File: src/amp_key_cfg.svh
// Offsets, field positions, reset values and timing counts for the amplitude keying block.
`ifndef AMP_KEY_CFG_SVH
`define AMP_KEY_CFG_SVH

// ----------------------------------------------------------------------------
// Programming port offsets
// ----------------------------------------------------------------------------
`define AK_ADDR_PWR      6'h1d
`define AK_ADDR_CTL      6'h20
`define AK_ADDR_MAN_HI   6'h21
`define AK_ADDR_MAN_LO   6'h22
`define AK_ADDR_RATE     6'h25
`define AK_ADDR_AUX_HI   6'h26
`define AK_ADDR_AUX_LO   6'h27

// ----------------------------------------------------------------------------
// Field positions
// ----------------------------------------------------------------------------
`define AK_BIT_MAIN_DAC_POWERDOWN 4
`define AK_BIT_SINC_BYP  6
`define AK_BIT_MULT_EN   5
`define AK_BIT_RAMP_INT  4

// ----------------------------------------------------------------------------
// Reset values and counts
// ----------------------------------------------------------------------------
`define AK_RST_PWR       8'h00
`define AK_RST_CTL       8'h00
`define AK_RST_WORD      12'h000
`define AK_RST_RATE      8'h00
`define AK_RATE_MIN      8'h03
`define AK_STEP_MAX      12'hfff
`define AK_STEP_ZERO     12'h000

`endif

File: src/amp_key_pkg.sv
// Types shared by the amplitude keying block.
package amp_key_pkg;

   // Ramp-rate counter phases.
   typedef enum logic [1:0] {
      RR_STALL = 2'b00,
      RR_LOAD  = 2'b01,
      RR_COUNT = 2'b10
   } rate_state_e;

   // Twelve-bit amplitude or sample word.
   typedef logic [11:0] word12_t;

endpackage

File: src/amplitude_shaped_keying.sv
// Amplitude path of the synthesizer: keying ramp, multiplier, sinc filter, DACs.
`timescale 1ns/1ns
`default_nettype none
`include "amp_key_cfg.svh"

module amplitude_shaped_keying (
   input  wire logic                sys_clk,
   input  wire logic                resetn,
   input  wire logic                prog_wr,
   input  wire logic [5:0]          prog_addr,
   input  wire logic [7:0]          prog_wdata,
   output var  logic [7:0]          prog_rdata,
   input  wire logic                buffer_transfer_strobe,
   input  wire logic                shape_key_pin,
   input  wire logic signed [11:0]  cos_sample,
   output var  logic signed [11:0]  cos_dac_data,
   output var  logic                cos_dac_powerdown,
   output var  logic signed [11:0]  aux_dac_data,
   output var  logic [11:0]         ramp_factor
);

   // -------------------------------------------------------------------------
   // Declarations
   // -------------------------------------------------------------------------
   // Buffer copies written by the programming port.
   logic [7:0]                pwr_buf_q;
   logic [7:0]                ctl_buf_q;
   amp_key_pkg::word12_t      man_buf_q;
   logic [7:0]                rate_buf_q;
   amp_key_pkg::word12_t      aux_buf_q;
   // Active copies that steer the logic.
   logic [7:0]                pwr_q;
   logic [7:0]                ctl_q;
   amp_key_pkg::word12_t      man_q;
   logic [7:0]                rate_q;
   amp_key_pkg::word12_t      aux_q;
   // Pin synchronisers.
   logic                      upd_s1_q;
   logic                      upd_s2_q;
   logic                      upd_s3_q;
   logic                      key_s1_q;
   logic                      key_s2_q;
   logic                      upd_edge;
   // Ramp generator.
   amp_key_pkg::rate_state_e  rate_st_q;
   logic [7:0]                rate_cnt_q;
   logic                      stall_c;
   logic                      step_pulse;
   amp_key_pkg::word12_t      step_q;
   logic                      mult_en;
   logic                      ramp_int;
   amp_key_pkg::word12_t      factor_c;
   // Data path.
   logic signed [24:0]        prod_c;
   logic signed [11:0]        mul_q;
   logic signed [11:0]        x1_q;
   logic signed [11:0]        x2_q;
   logic signed [15:0]        sinc_c;

   // Clamp a wide signed value into the DAC range.
   function automatic logic signed [11:0] sat12(input logic signed [15:0] v);
      if (v > 16'sd2047) begin
         sat12 = 12'sh7ff;
      end else if (v < -16'sd2048) begin
         sat12 = 12'sh800;
      end else begin
         sat12 = v[11:0];
      end
   endfunction

   // -------------------------------------------------------------------------
   // Programming port
   // -------------------------------------------------------------------------
   // Writes land in buffer registers only; the logic never sees them directly.
   always_ff @(posedge sys_clk or negedge resetn) begin
      if (!resetn) begin
         pwr_buf_q  <= `AK_RST_PWR;
         ctl_buf_q  <= `AK_RST_CTL;
         man_buf_q  <= `AK_RST_WORD;
         rate_buf_q <= `AK_RST_RATE;
         aux_buf_q  <= `AK_RST_WORD;
      end else if (prog_wr) begin
         case (prog_addr)
            `AK_ADDR_PWR:    pwr_buf_q <= prog_wdata;
            `AK_ADDR_CTL:    ctl_buf_q <= prog_wdata;
            `AK_ADDR_MAN_HI: man_buf_q[11:8] <= prog_wdata[3:0];
            `AK_ADDR_MAN_LO: man_buf_q[7:0] <= prog_wdata;
            `AK_ADDR_RATE:   rate_buf_q <= prog_wdata;
            `AK_ADDR_AUX_HI: aux_buf_q[11:8] <= prog_wdata[3:0];
            `AK_ADDR_AUX_LO: aux_buf_q[7:0] <= prog_wdata;
            default: begin
            end
         endcase
      end
   end

   // Readback shows the buffer contents; unmapped offsets read zero.
   always_ff @(posedge sys_clk or negedge resetn) begin
      if (!resetn) begin
         prog_rdata <= 8'h00;
      end else begin
         case (prog_addr)
            `AK_ADDR_PWR:    prog_rdata <= pwr_buf_q;
            `AK_ADDR_CTL:    prog_rdata <= ctl_buf_q;
            `AK_ADDR_MAN_HI: prog_rdata <= {4'h0, man_buf_q[11:8]};
            `AK_ADDR_MAN_LO: prog_rdata <= man_buf_q[7:0];
            `AK_ADDR_RATE:   prog_rdata <= rate_buf_q;
            `AK_ADDR_AUX_HI: prog_rdata <= {4'h0, aux_buf_q[11:8]};
            `AK_ADDR_AUX_LO: prog_rdata <= aux_buf_q[7:0];
            default:         prog_rdata <= 8'h00;
         endcase
      end
   end

   // -------------------------------------------------------------------------
   // Pin synchronisers
   // -------------------------------------------------------------------------
   // Both pins are asynchronous; the third update stage only serves the edge.
   always_ff @(posedge sys_clk or negedge resetn) begin
      if (!resetn) begin
         upd_s1_q <= 1'b0;
         upd_s2_q <= 1'b0;
         upd_s3_q <= 1'b0;
         key_s1_q <= 1'b0;
         key_s2_q <= 1'b0;
      end else begin
         upd_s1_q <= buffer_transfer_strobe;
         upd_s2_q <= upd_s1_q;
         upd_s3_q <= upd_s2_q;
         key_s1_q <= shape_key_pin;
         key_s2_q <= key_s1_q;
      end
   end

   assign upd_edge = upd_s2_q & ~upd_s3_q;

   // -------------------------------------------------------------------------
   // Active registers
   // -------------------------------------------------------------------------
   // transfer on strobe.
   // Copying every field on one edge avoids a half-updated configuration.
   always_ff @(posedge sys_clk or negedge resetn) begin
      if (!resetn) begin
         pwr_q  <= `AK_RST_PWR;
         ctl_q  <= `AK_RST_CTL;
         man_q  <= `AK_RST_WORD;
         rate_q <= `AK_RST_RATE;
         aux_q  <= `AK_RST_WORD;
      end else if (upd_edge) begin
         pwr_q  <= pwr_buf_q;
         ctl_q  <= ctl_buf_q;
         man_q  <= man_buf_q;
         rate_q <= rate_buf_q;
         aux_q  <= aux_buf_q;
      end
   end

   assign mult_en  = ctl_q[`AK_BIT_MULT_EN];
   assign ramp_int = ctl_q[`AK_BIT_RAMP_INT];

   // -------------------------------------------------------------------------
   // Ramp-rate counter
   // -------------------------------------------------------------------------
   // stall below three.
   assign stall_c = (rate_q < `AK_RATE_MIN);

   // down-counter phases.
   // Reloading at zero keeps each period at exactly count plus one edges.
   always_ff @(posedge sys_clk or negedge resetn) begin
      if (!resetn) begin
         rate_st_q  <= amp_key_pkg::RR_STALL;
         rate_cnt_q <= 8'h00;
      end else if (stall_c) begin
         rate_st_q <= amp_key_pkg::RR_STALL;
      end else begin
         case (rate_st_q)
            // Leaving a stall needs one load edge first.
            amp_key_pkg::RR_STALL: begin
               rate_st_q <= amp_key_pkg::RR_LOAD;
            end
            amp_key_pkg::RR_LOAD: begin
               rate_cnt_q <= rate_q;
               rate_st_q  <= amp_key_pkg::RR_COUNT;
            end
            amp_key_pkg::RR_COUNT: begin
               if (rate_cnt_q == 8'h00) begin
                  rate_cnt_q <= rate_q;
               end else begin
                  rate_cnt_q <= rate_cnt_q - 8'h01;
               end
            end
            default: begin
               rate_st_q <= amp_key_pkg::RR_STALL;
            end
         endcase
      end
   end

   assign step_pulse = (rate_st_q == amp_key_pkg::RR_COUNT)
                     && (rate_cnt_q == 8'h00) && !stall_c;

   // -------------------------------------------------------------------------
   // Step counter
   // -------------------------------------------------------------------------
   // key decides direction.
   // The counter only moves while the internal ramp drives the multiplier.
   always_ff @(posedge sys_clk or negedge resetn) begin
      if (!resetn) begin
         step_q <= `AK_STEP_ZERO;
      end else if (step_pulse && mult_en && ramp_int) begin
         // 4095 up steps span all 4096 levels.
         if (key_s2_q && step_q != `AK_STEP_MAX) begin
            step_q <= step_q + 12'h001;
         end else if (!key_s2_q && step_q != `AK_STEP_ZERO) begin
            step_q <= step_q - 12'h001;
         end
      end
   end

   assign factor_c    = ramp_int ? step_q : man_q;
   assign ramp_factor = factor_c;

   // -------------------------------------------------------------------------
   // Multiplier and inverse sinc
   // -------------------------------------------------------------------------
   // scale by factor over 4096.
   assign prod_c = cos_sample * $signed({1'b0, factor_c});

   always_ff @(posedge sys_clk or negedge resetn) begin
      if (!resetn) begin
         mul_q <= 12'sh000;
      end else if (mult_en) begin
         mul_q <= prod_c[23:12];
      end else begin
         mul_q <= cos_sample;
      end
   end

   // Three-tap history for the precompensation filter.
   always_ff @(posedge sys_clk or negedge resetn) begin
      if (!resetn) begin
         x1_q <= 12'sh000;
         x2_q <= 12'sh000;
      end else begin
         x1_q <= mul_q;
         x2_q <= x1_q;
      end
   end

   // Mild high-frequency lift; a short symmetric kernel keeps phase linear.
   assign sinc_c = 16'(x1_q) + ((16'(x1_q) * 16'sd2 - 16'(mul_q) - 16'(x2_q)) >>> 4);

   always_ff @(posedge sys_clk or negedge resetn) begin
      if (!resetn) begin
         cos_dac_data      <= 12'sh000;
         cos_dac_powerdown <= 1'b0;
      end else begin
         cos_dac_powerdown <= pwr_q[`AK_BIT_MAIN_DAC_POWERDOWN];
         if (pwr_q[`AK_BIT_MAIN_DAC_POWERDOWN]) begin
            cos_dac_data <= 12'sh000;
         end else if (ctl_q[`AK_BIT_SINC_BYP]) begin
            cos_dac_data <= mul_q;
         end else begin
            cos_dac_data <= sat12(sinc_c);
         end
      end
   end

   always_ff @(posedge sys_clk or negedge resetn) begin
      if (!resetn) begin
         aux_dac_data <= 12'sh000;
      end else begin
         aux_dac_data <= $signed(aux_q);
      end
   end

   // Cycles since the last step pulse, valid once a pulse was seen.
   logic [7:0] since_q;
   logic       seen_q;
   always_ff @(posedge sys_clk or negedge resetn) begin
      if (!resetn) begin
         since_q <= 8'h00;
         seen_q  <= 1'b0;
      end else begin
         since_q <= step_pulse ? 8'h00 : since_q + 8'h01;
         seen_q  <= upd_edge ? 1'b0 : (seen_q | step_pulse);
      end
   end
endmodule
`default_nettype wire

File: config.mk
export PLATFORM = sky130hd
export DESIGN_NAME = amplitude_shaped_keying
export DESIGN_NICKNAME = d
export VERILOG_FILES = /design/src/amp_key_pkg.sv /design/src/amplitude_shaped_keying.sv
export VERILOG_INCLUDE_DIRS = /design/src /design/src/src
export SDC_FILE = /design/constraint.sdc
export NUM_CORES = 1
export LEC_CHECK = 0
export BUFFER_PORTS_ARGS = -buffer_cell sky130_fd_sc_hd__buf_2
export CAP_MARGIN = 20
export CELL_PAD_IN_SITES_DETAIL_PLACEMENT = 2
export CELL_PAD_IN_SITES_GLOBAL_PLACEMENT = 2
export CORE_ASPECT_RATIO = 2
export CORE_MARGIN = 2
export CORE_UTILIZATION = 42
export DETAILED_ROUTE_END_ITERATION = 12
export PLACE_DENSITY_LB_ADDON = 0.1
export SYNTH_ARGS = -nofsm -noshare
export SYNTH_HDL_FRONTEND = slang
export SYNTH_SLANG_ARGS = --single-unit
export TNS_END_PERCENT = 30
File: constraint.sdc
create_clock -name sys_clk -period 7.1 [get_ports sys_clk]
set_input_delay 0.355 -clock sys_clk [delete_from_list [all_inputs] [get_ports sys_clk]]
set_output_delay 0.355 -clock sys_clk [all_outputs]
set_load 0.01 [all_outputs]
==> results of run 1 <==
## state kept, by name, summed over array words and instances (netlist names), 2 cells and up
name          count
rate_q            8
prog_rdata        8
aux_dac_data     12
ctl_q             3
step_q           12
x2_q             12
aux_buf_q        12
rate_cnt_q        8
rate_st_q         2
mul_q            12
man_q            12
x1_q             12
rate_buf_q        8
ctl_buf_q         8
man_buf_q        12
aux_q            12
pwr_buf_q         8
cos_dac_data     12
## metrics by stage
stage                     hold slack (ps)  cells  power [mW]  utilization (%)  area, sq um
final                               -17.1   1737        7.11             47.4        14600
after global placement                336   1700        5.99             45.3        14000
after CTS                            18.1   1734        7.22             47.2        14600
after detailed placement              357   1700        6.20             45.3        14000
after floorplan                      59.4   1249        4.86                -        13200
after global routing                 17.2   1737        7.80             47.4        14600
## final timing paths
| check | startpoint | endpoint | slack (ps) | cells after the start |
|---|---|---|---|---|
| max | ctl_q[4]$_DFFE_PN0P_ | mul_q[10]$_DFF_PN0_ | 550 | 19 |
| min | resetn | upd_s3_q$_DFF_PN0_ | -20 | 1 |
| max reg2reg | ctl_q[4]$_DFFE_PN0P_ | mul_q[10]$_DFF_PN0_ | 550 | 19 |
| min reg2reg | upd_s1_q$_DFF_PN0_ | upd_s2_q$_DFF_PN0_ | 370 | 0 |
| max in group asynchronous | resetn | x1_q[5]$_DFF_PN0_ | 5970 | 3 |
| min in group sys_clk | prog_wdata[5] | pwr_buf_q[5]$_DFFE_PN0P_ | 270 | 2 |
## routing by layer
layer,vias up,wire [um],global-route usage (%)
met5,-,0,0
met4,0,1910,11.9
met3,89,794,3.11
met2,166,23500,51.7
met1,4926,13000,24.2
li1,4246,-,-
## critical path, delay by kind of cell, from the launching register on
kind | cells | cell delay, ps
xor+xnor | 1 | 80
fa+ha+maj | 6 | 2330
buf+inv | 3 | 600
compound gates | 6 | 1750
simple gates | 1 | 300
mux | 2 | 700
flops | 1 | 680
## power groups by stage
stage | combinational, mW | sequential (mW) | clock, mW
floorplan | 3.45 | 1.42 | 0
global placement | 4.52 | 1.47 | 0
detailed placement | 4.71 | 1.48 | 0
CTS | 4.80 | 1.47 | 0.956
global route | 5.32 | 1.49 | 0.991
finish | 4.72 | 1.46 | 0.930
## cells by family after synthesis
group,share of synthesized area [%]
multiplexers,9.89
AO/OA/AOI/OAI,8.53
AND/OR/NAND/NOR,10.8
flip-flops,34.1
XOR/XNOR,2.84
buffers and inverters,6.07
adder cells (fa/ha/maj),27.8
## placed cells by master, fill, tap and decap left out, types with 17 or more instances in the layout
cell	Yosys	routed
a21oi_1	43	43
and2_1	43	43
buf_2	5	74
clkbuf_16	0	17
dfrtp_1	180	180
fa_1	112	112
ha_1	114	114
inv_1	164	164
mux2_2	106	106
nand2_1	130	130
nor2_1	50	50
nor3_1	18	18
o21ai_0	24	24
o21ai_1	20	20
xnor2_1	29	29
## area by class of cell
class | instances | area, sq um
Tap cell | 418 | 523
Sequential cell | 180 | 4500
Inverter | 165 | 619
Timing Repair Buffer | 83 | 494
Clock inverter | 13 | 140
Multi-Input combinational cell | 859 | 7910
Fill cell | 3177 | 16200
Clock buffer | 19 | 443
==> impl_metrics.tcl, run 1 <==
set metrics [dict create \
    maximum_number_of_pins_on_one_net_before_global_route_repair 101 \
    crit_arrival_ps 6880 \
    synth.yosys.seq_area_share_pct 34.1 \
    design.final.nets 1563 \
    timing.critical_path.fanout_max 14 \
    post_cts.resized_instances 0 \
    syn2layout_area_growth_pct 10.8 \
    cts.hold.buffers_added 2 \
    cellLeakagePower_nw 7.38 \
    worst_ep_required_time_ps 7430 \
    number_of_flops_mapped_to_enable_cells_by_yosys 0 \
    cts.htree.levels 4 \
    yosys_warnings 0 \
    drc_violation_count_after_routing 0 \
    yosys-top-cells-area "dfrtp_1 (34%), fa_1 (17%), ha_1 (11%)" \
    setup_violation_total_in_the_final_timing_report 0 \
    grt_antenna_before_repair 0 \
    fmax_ghz 0.153 \
    cts_num_sinks 180 \
    synth-seq-cells 180 \
    post_drt_wl_per_cell_um 22.5 \
    cts_setup_buffers 0 \
    hp-class "in2async" \
    post_synth_most_frequent_cells "dfrtp_1 (180), inv_1 (164), nand2_1 (130)" \
    timing.clock.skew_ps 14.9 \
    antenna-diode-count 0 \
    total_of_max_cap_violations 0 \
    clock_latency_ps 450 \
    core_area_sq_um 30900 \
    synthDominantCellAreaShare_pct 34.1 \
    report.final.hold_viol_count 9 \
    postSynthNetCount 1506 \
    synth_most_common_cell "dfrtp_1" \
    finalWorstSetupSlack_ps 549 \
    synth_area_sq_um 13200 \
    relSlewSlack_pct 41.1 \
    detailroute.via_count 9427 \
    power.sequential.fraction_pct 20.6 \
    globalRouteOverflowTotal 0 \
    cpPeakStageDelay_ps 680 \
    finalCriticalPeriod_ps 6550 \
    asyncSetResetFlopFracSynth_pct 100 \
    netSwitchingFraction_pct 47.5 \
    timing_max_transition_violations_final 0 \
    io_buffer_count 75 \
    syn_inst 1249 \
    timing.critical_path.cells "mux2i_1 -> clkinv_1 -> and2_1 -> ha_1 -> fa_1 -> inv_1 -> fa_1 -> inv_1 -> fa_1 -> fa_1 -> ha_1 -> a211oi_1 -> o211a_1 -> o211ai_1 -> a31oi_2 -> o21ai_1 -> a21oi_1 -> xnor2_1 -> mux2_2" \
    cts.root.buffer_cell "clkbuf_16" \
    dieHeight_um 255 \
    cts_buffers 17 \
    global_route.usage.total_pct 25.4 \
    place_ws_ps 447 \
    number_of_global_route_vias_before_repair 11200 \
    cp-end-kind "flop" \
    violations "hold timing" \
    synth.largest_area_cell "dfrtp_1" \
    syn_avg_cell_area_sq_um 10.6 \
    antenna_left 0 \
    ctsLongestPathBuffers 2 \
    drt_wl_total_um 39200 \
    final_layout_size_suffix_gt1_share_pct 17.6 \
    power-per-cell-area_nw_per_um2 486 \
    hpwl_detailed_um 31300 \
    drt-initial-drc-count 260 \
    worst_setup_path_start_kind "flop" \
    detailedRoute.firstPassIterationCount 4 \
    pwr-share-comb_pct 66.4 \
    rsz0062_at_grt "false" \
    fin_setup_tns_ps 0 \
    fp-row-count 91 \
    critical_path.slowest_cell "dfrtp_1" \
    yosys_most_used_dff "dfrtp_1" \
    avgViaCountPerCell 5.43 \
    fp.dieArea_sq_um 33000 \
    internal_power_mw 3.73 \
    cts_tree "yes" \
    switching_power_mw 3.38 \
    clock_power_share_pct 13.1 \
    result_of_the_run "complete, but fails checks" \
    clock_pin_transition_on_the_worst_setup_and_hold_timing_paths_ps 70 \
    die_w_um 129 \
    timing_worst_setup_path_type "reg2reg" \
    grt_pass1_wl_um 62200 \
    place_congestion 0.812 \
    finalHoldWorstSlack_ps -17.1 \
    tightest_slew_ps 883 \
    vdd_ir_drop_max_mv 0.239 \
    path_common_cell "fa_1" \
    starting_density_of_the_core_pct 42.8 \
    post-route-period-util_pct 92.3 \
    number_of_primary_i_o_pins 76 \
    ys_types 62 \
]
No activity file was read; power rests on OpenSTA's default activity.
==> run 2, diff against run 1 <==
--- a/config.mk
+++ b/config.mk
@@ -14,6 +14,7 @@
 export CORE_MARGIN = 2
 export CORE_UTILIZATION = 42
 export DETAILED_ROUTE_END_ITERATION = 12
+export GPL_TIMING_DRIVEN = 0
 export PLACE_DENSITY_LB_ADDON = 0.1
 export SYNTH_ARGS = -nofsm -noshare
 export SYNTH_HDL_FRONTEND = slang
==> impl_metrics.tcl, run 2 (synthesized netlist as in run 1, its figures left out) <==
set metrics [dict create \
    cts.root.buffer_cell "clkbuf_16" \
    drt_wl_total_um 39400 \
    cts_tree "yes" \
    clock_latency_ps 450 \
    core_area_sq_um 30900 \
    rsz0062_at_grt "false" \
    critical_path.reg2reg.startpoint "ctl_q[4]$_DFFE_PN0P_" \
    place_congestion 0.858 \
    drc_violation_count_after_routing 0 \
    fp.dieArea_sq_um 33000 \
    global_route.usage.total_pct 25.5 \
    post_drt_wl_per_cell_um 22.2 \
    r2r_cells 20 \
    dieHeight_um 255 \
    maximum_number_of_pins_on_one_net_before_global_route_repair 93 \
    clock_pin_transition_on_the_worst_setup_and_hold_timing_paths_ps 70 \
    timing.critical_path.fanout_max 10 \
    vdd_ir_drop_max_mv 0.271 \
    worst-r2r-setup-slack_ps 380 \
    hp-start "cos_sample[0]" \
    detailedRoute.firstPassIterationCount 4 \
    fin_setup_tns_ps 0 \
    cts_buffers 17 \
    cts_num_sinks 180 \
    timing_worst_setup_path_type "reg2reg" \
    number_of_primary_i_o_pins 76 \
    cts.htree.levels 4 \
    globalRouteOverflowTotal 0 \
    detailroute.via_count 9581 \
    number_of_global_route_vias_before_repair 11200 \
    avgViaCountPerCell 5.40 \
    tightest_slew_ps 850 \
    fmax_ghz 0.149 \
    crit_arrival_ps 7040 \
    report.final.hold_viol_count 0 \
    starting_density_of_the_core_pct 42.8 \
    final_layout_size_suffix_gt1_share_pct 17.3 \
    die_w_um 129 \
    result_of_the_run "completed" \
    hpwl_detailed_um 31900 \
    setup_violation_total_in_the_final_timing_report 0 \
    finalCriticalPeriod_ps 6720 \
    grt_pass1_wl_um 63400 \
    power-per-cell-area_nw_per_um2 487 \
    ctsLongestPathBuffers 2 \
    design.final.nets 1602 \
    final_core_util_pct 47.8 \
    p_total_mw 7.19 \
    cts_setup_buffers 0 \
    multi_input_combinational_cell_area_sq_um 7910 \
    timing.clock.skew_ps 12.0 \
    drt-initial-drc-count 261 \
    worst_setup_path_start_kind "flop" \
    filler_cell_count 3283 \
    io_buffer_count 73 \
    antenna-diode-count 0 \
    relSlewSlack_pct 43.1 \
    cellLeakagePower_nw 7.42 \
    worst_ep_required_time_ps 7420 \
    regArea_sq_um 4500 \
    syn2layout_area_growth_pct 11.8 \
    layout.cells.most_common_list "dfrtp_1 (180), inv_1 (164), nand2_1 (130)" \
    reg2reg_to "mul_q[11]$_DFF_PN0_" \
    whs_path_depth 2 \
    grt_antenna_before_repair 0 \
    cp-end-kind "flop" \
    fp-row-count 91 \
    timing.hold.worst_endpoint "mul_q[0]$_DFF_PN0_" \
    total_of_max_cap_violations 0 \
    hp-class "in2reg" \
    mostFrequentLayoutCell "dfrtp_1" \
    antenna_left 0 \
    timing_max_transition_violations_final 0 \
    post-route-period-util_pct 94.7 \
]
## run 2: cell types whose count changed in the layout (fill, tap and decap cells not counted), moves of 2 or more
cell,change
clkbuf_8,-2
clkinv_4,-4
buf_1,+3
inv_6,+4
buf_2,+3
clkbuf_1,+32
## run 2: area by class of cell
cell class              count  share of cell area, %
multi-input cells         859                   53.6
plain buffers              44                   1.22
repair buffers             78                   2.98
clock buffers              17                   2.88
clock inverters            14                   1.09
flip-flops and latches    180                   30.5
inverters                 165                   4.19
well taps                 418                   3.54
## run 2: how the worst max path moves through the flow
stage,start,endpoint,slack [ps],cells past startpoint
2_1_floorplan,ctl_q[4]$_DFFE_PN0P_,mul_q[10]$_DFF_PN0_,1260,21
3_3_place_gp,ctl_q[4]$_DFFE_PN0P_,mul_q[11]$_DFF_PN0_,310,20
3_5_place_dp,ctl_q[4]$_DFFE_PN0P_,mul_q[8]$_DFF_PN0_,260,20
4_1_cts,ctl_q[4]$_DFFE_PN0P_,mul_q[8]$_DFF_PN0_,130,20
5_1_grt,ctl_q[4]$_DFFE_PN0P_,mul_q[8]$_DFF_PN0_,90,21
6_report,ctl_q[4]$_DFFE_PN0P_,mul_q[11]$_DFF_PN0_,380,20
## run 2: through the flow
step	worst slack, ps	instances	hold slack [ps]	cell area, sq um
after detailed placement	259	1742	354	14100
final	379	1775	220	14800
after global placement	308	1740	338	14100
after floorplan	1260	1249	59.4	13200
after CTS	132	1776	198	14800
after global routing	91.4	1775	216	14800
## run 2: metal layers
metal | GRT usage [%] | vias to the layer above | wire (um)
li1 | - | 4328 | -
met1 | 25.8 | 5078 | 13800
met2 | 53.3 | 132 | 24000
met3 | 2.13 | 43 | 593
met4 | 7.65 | 0 | 957
met5 | 0 | - | 0
## run 2: report_power, final
group	switching, mW	internal, mW
combinational	2.79	2.01
sequential	0.161	1.27
clock	0.453	0.501
total	3.40	3.79
## run 2: critical path: stages (launching register included)
cell and delay (ps):
dfrtp_1 490, clkbuf_2 330, mux2i_1 620, clkinv_1 520, and2_1 320, ha_1 190
inv_1 80, fa_1 470, fa_1 550, fa_1 560, inv_1 60, fa_1 480
ha_1 350, a21o_1 180, a21oi_1 180, o211ai_1 180, a41oi_1 380, a311oi_1 180
xnor2_1 210, nand2_1 100, xnor2_1 160
## run 2: repair_timing
action / 4_1_cts / 5_1_grt
hold buffers: 3 / 0
gates resized for setup: 0 / 2
endpoints found under the setup margin: 0 / 5
hold endpoints to repair: 90 / 0
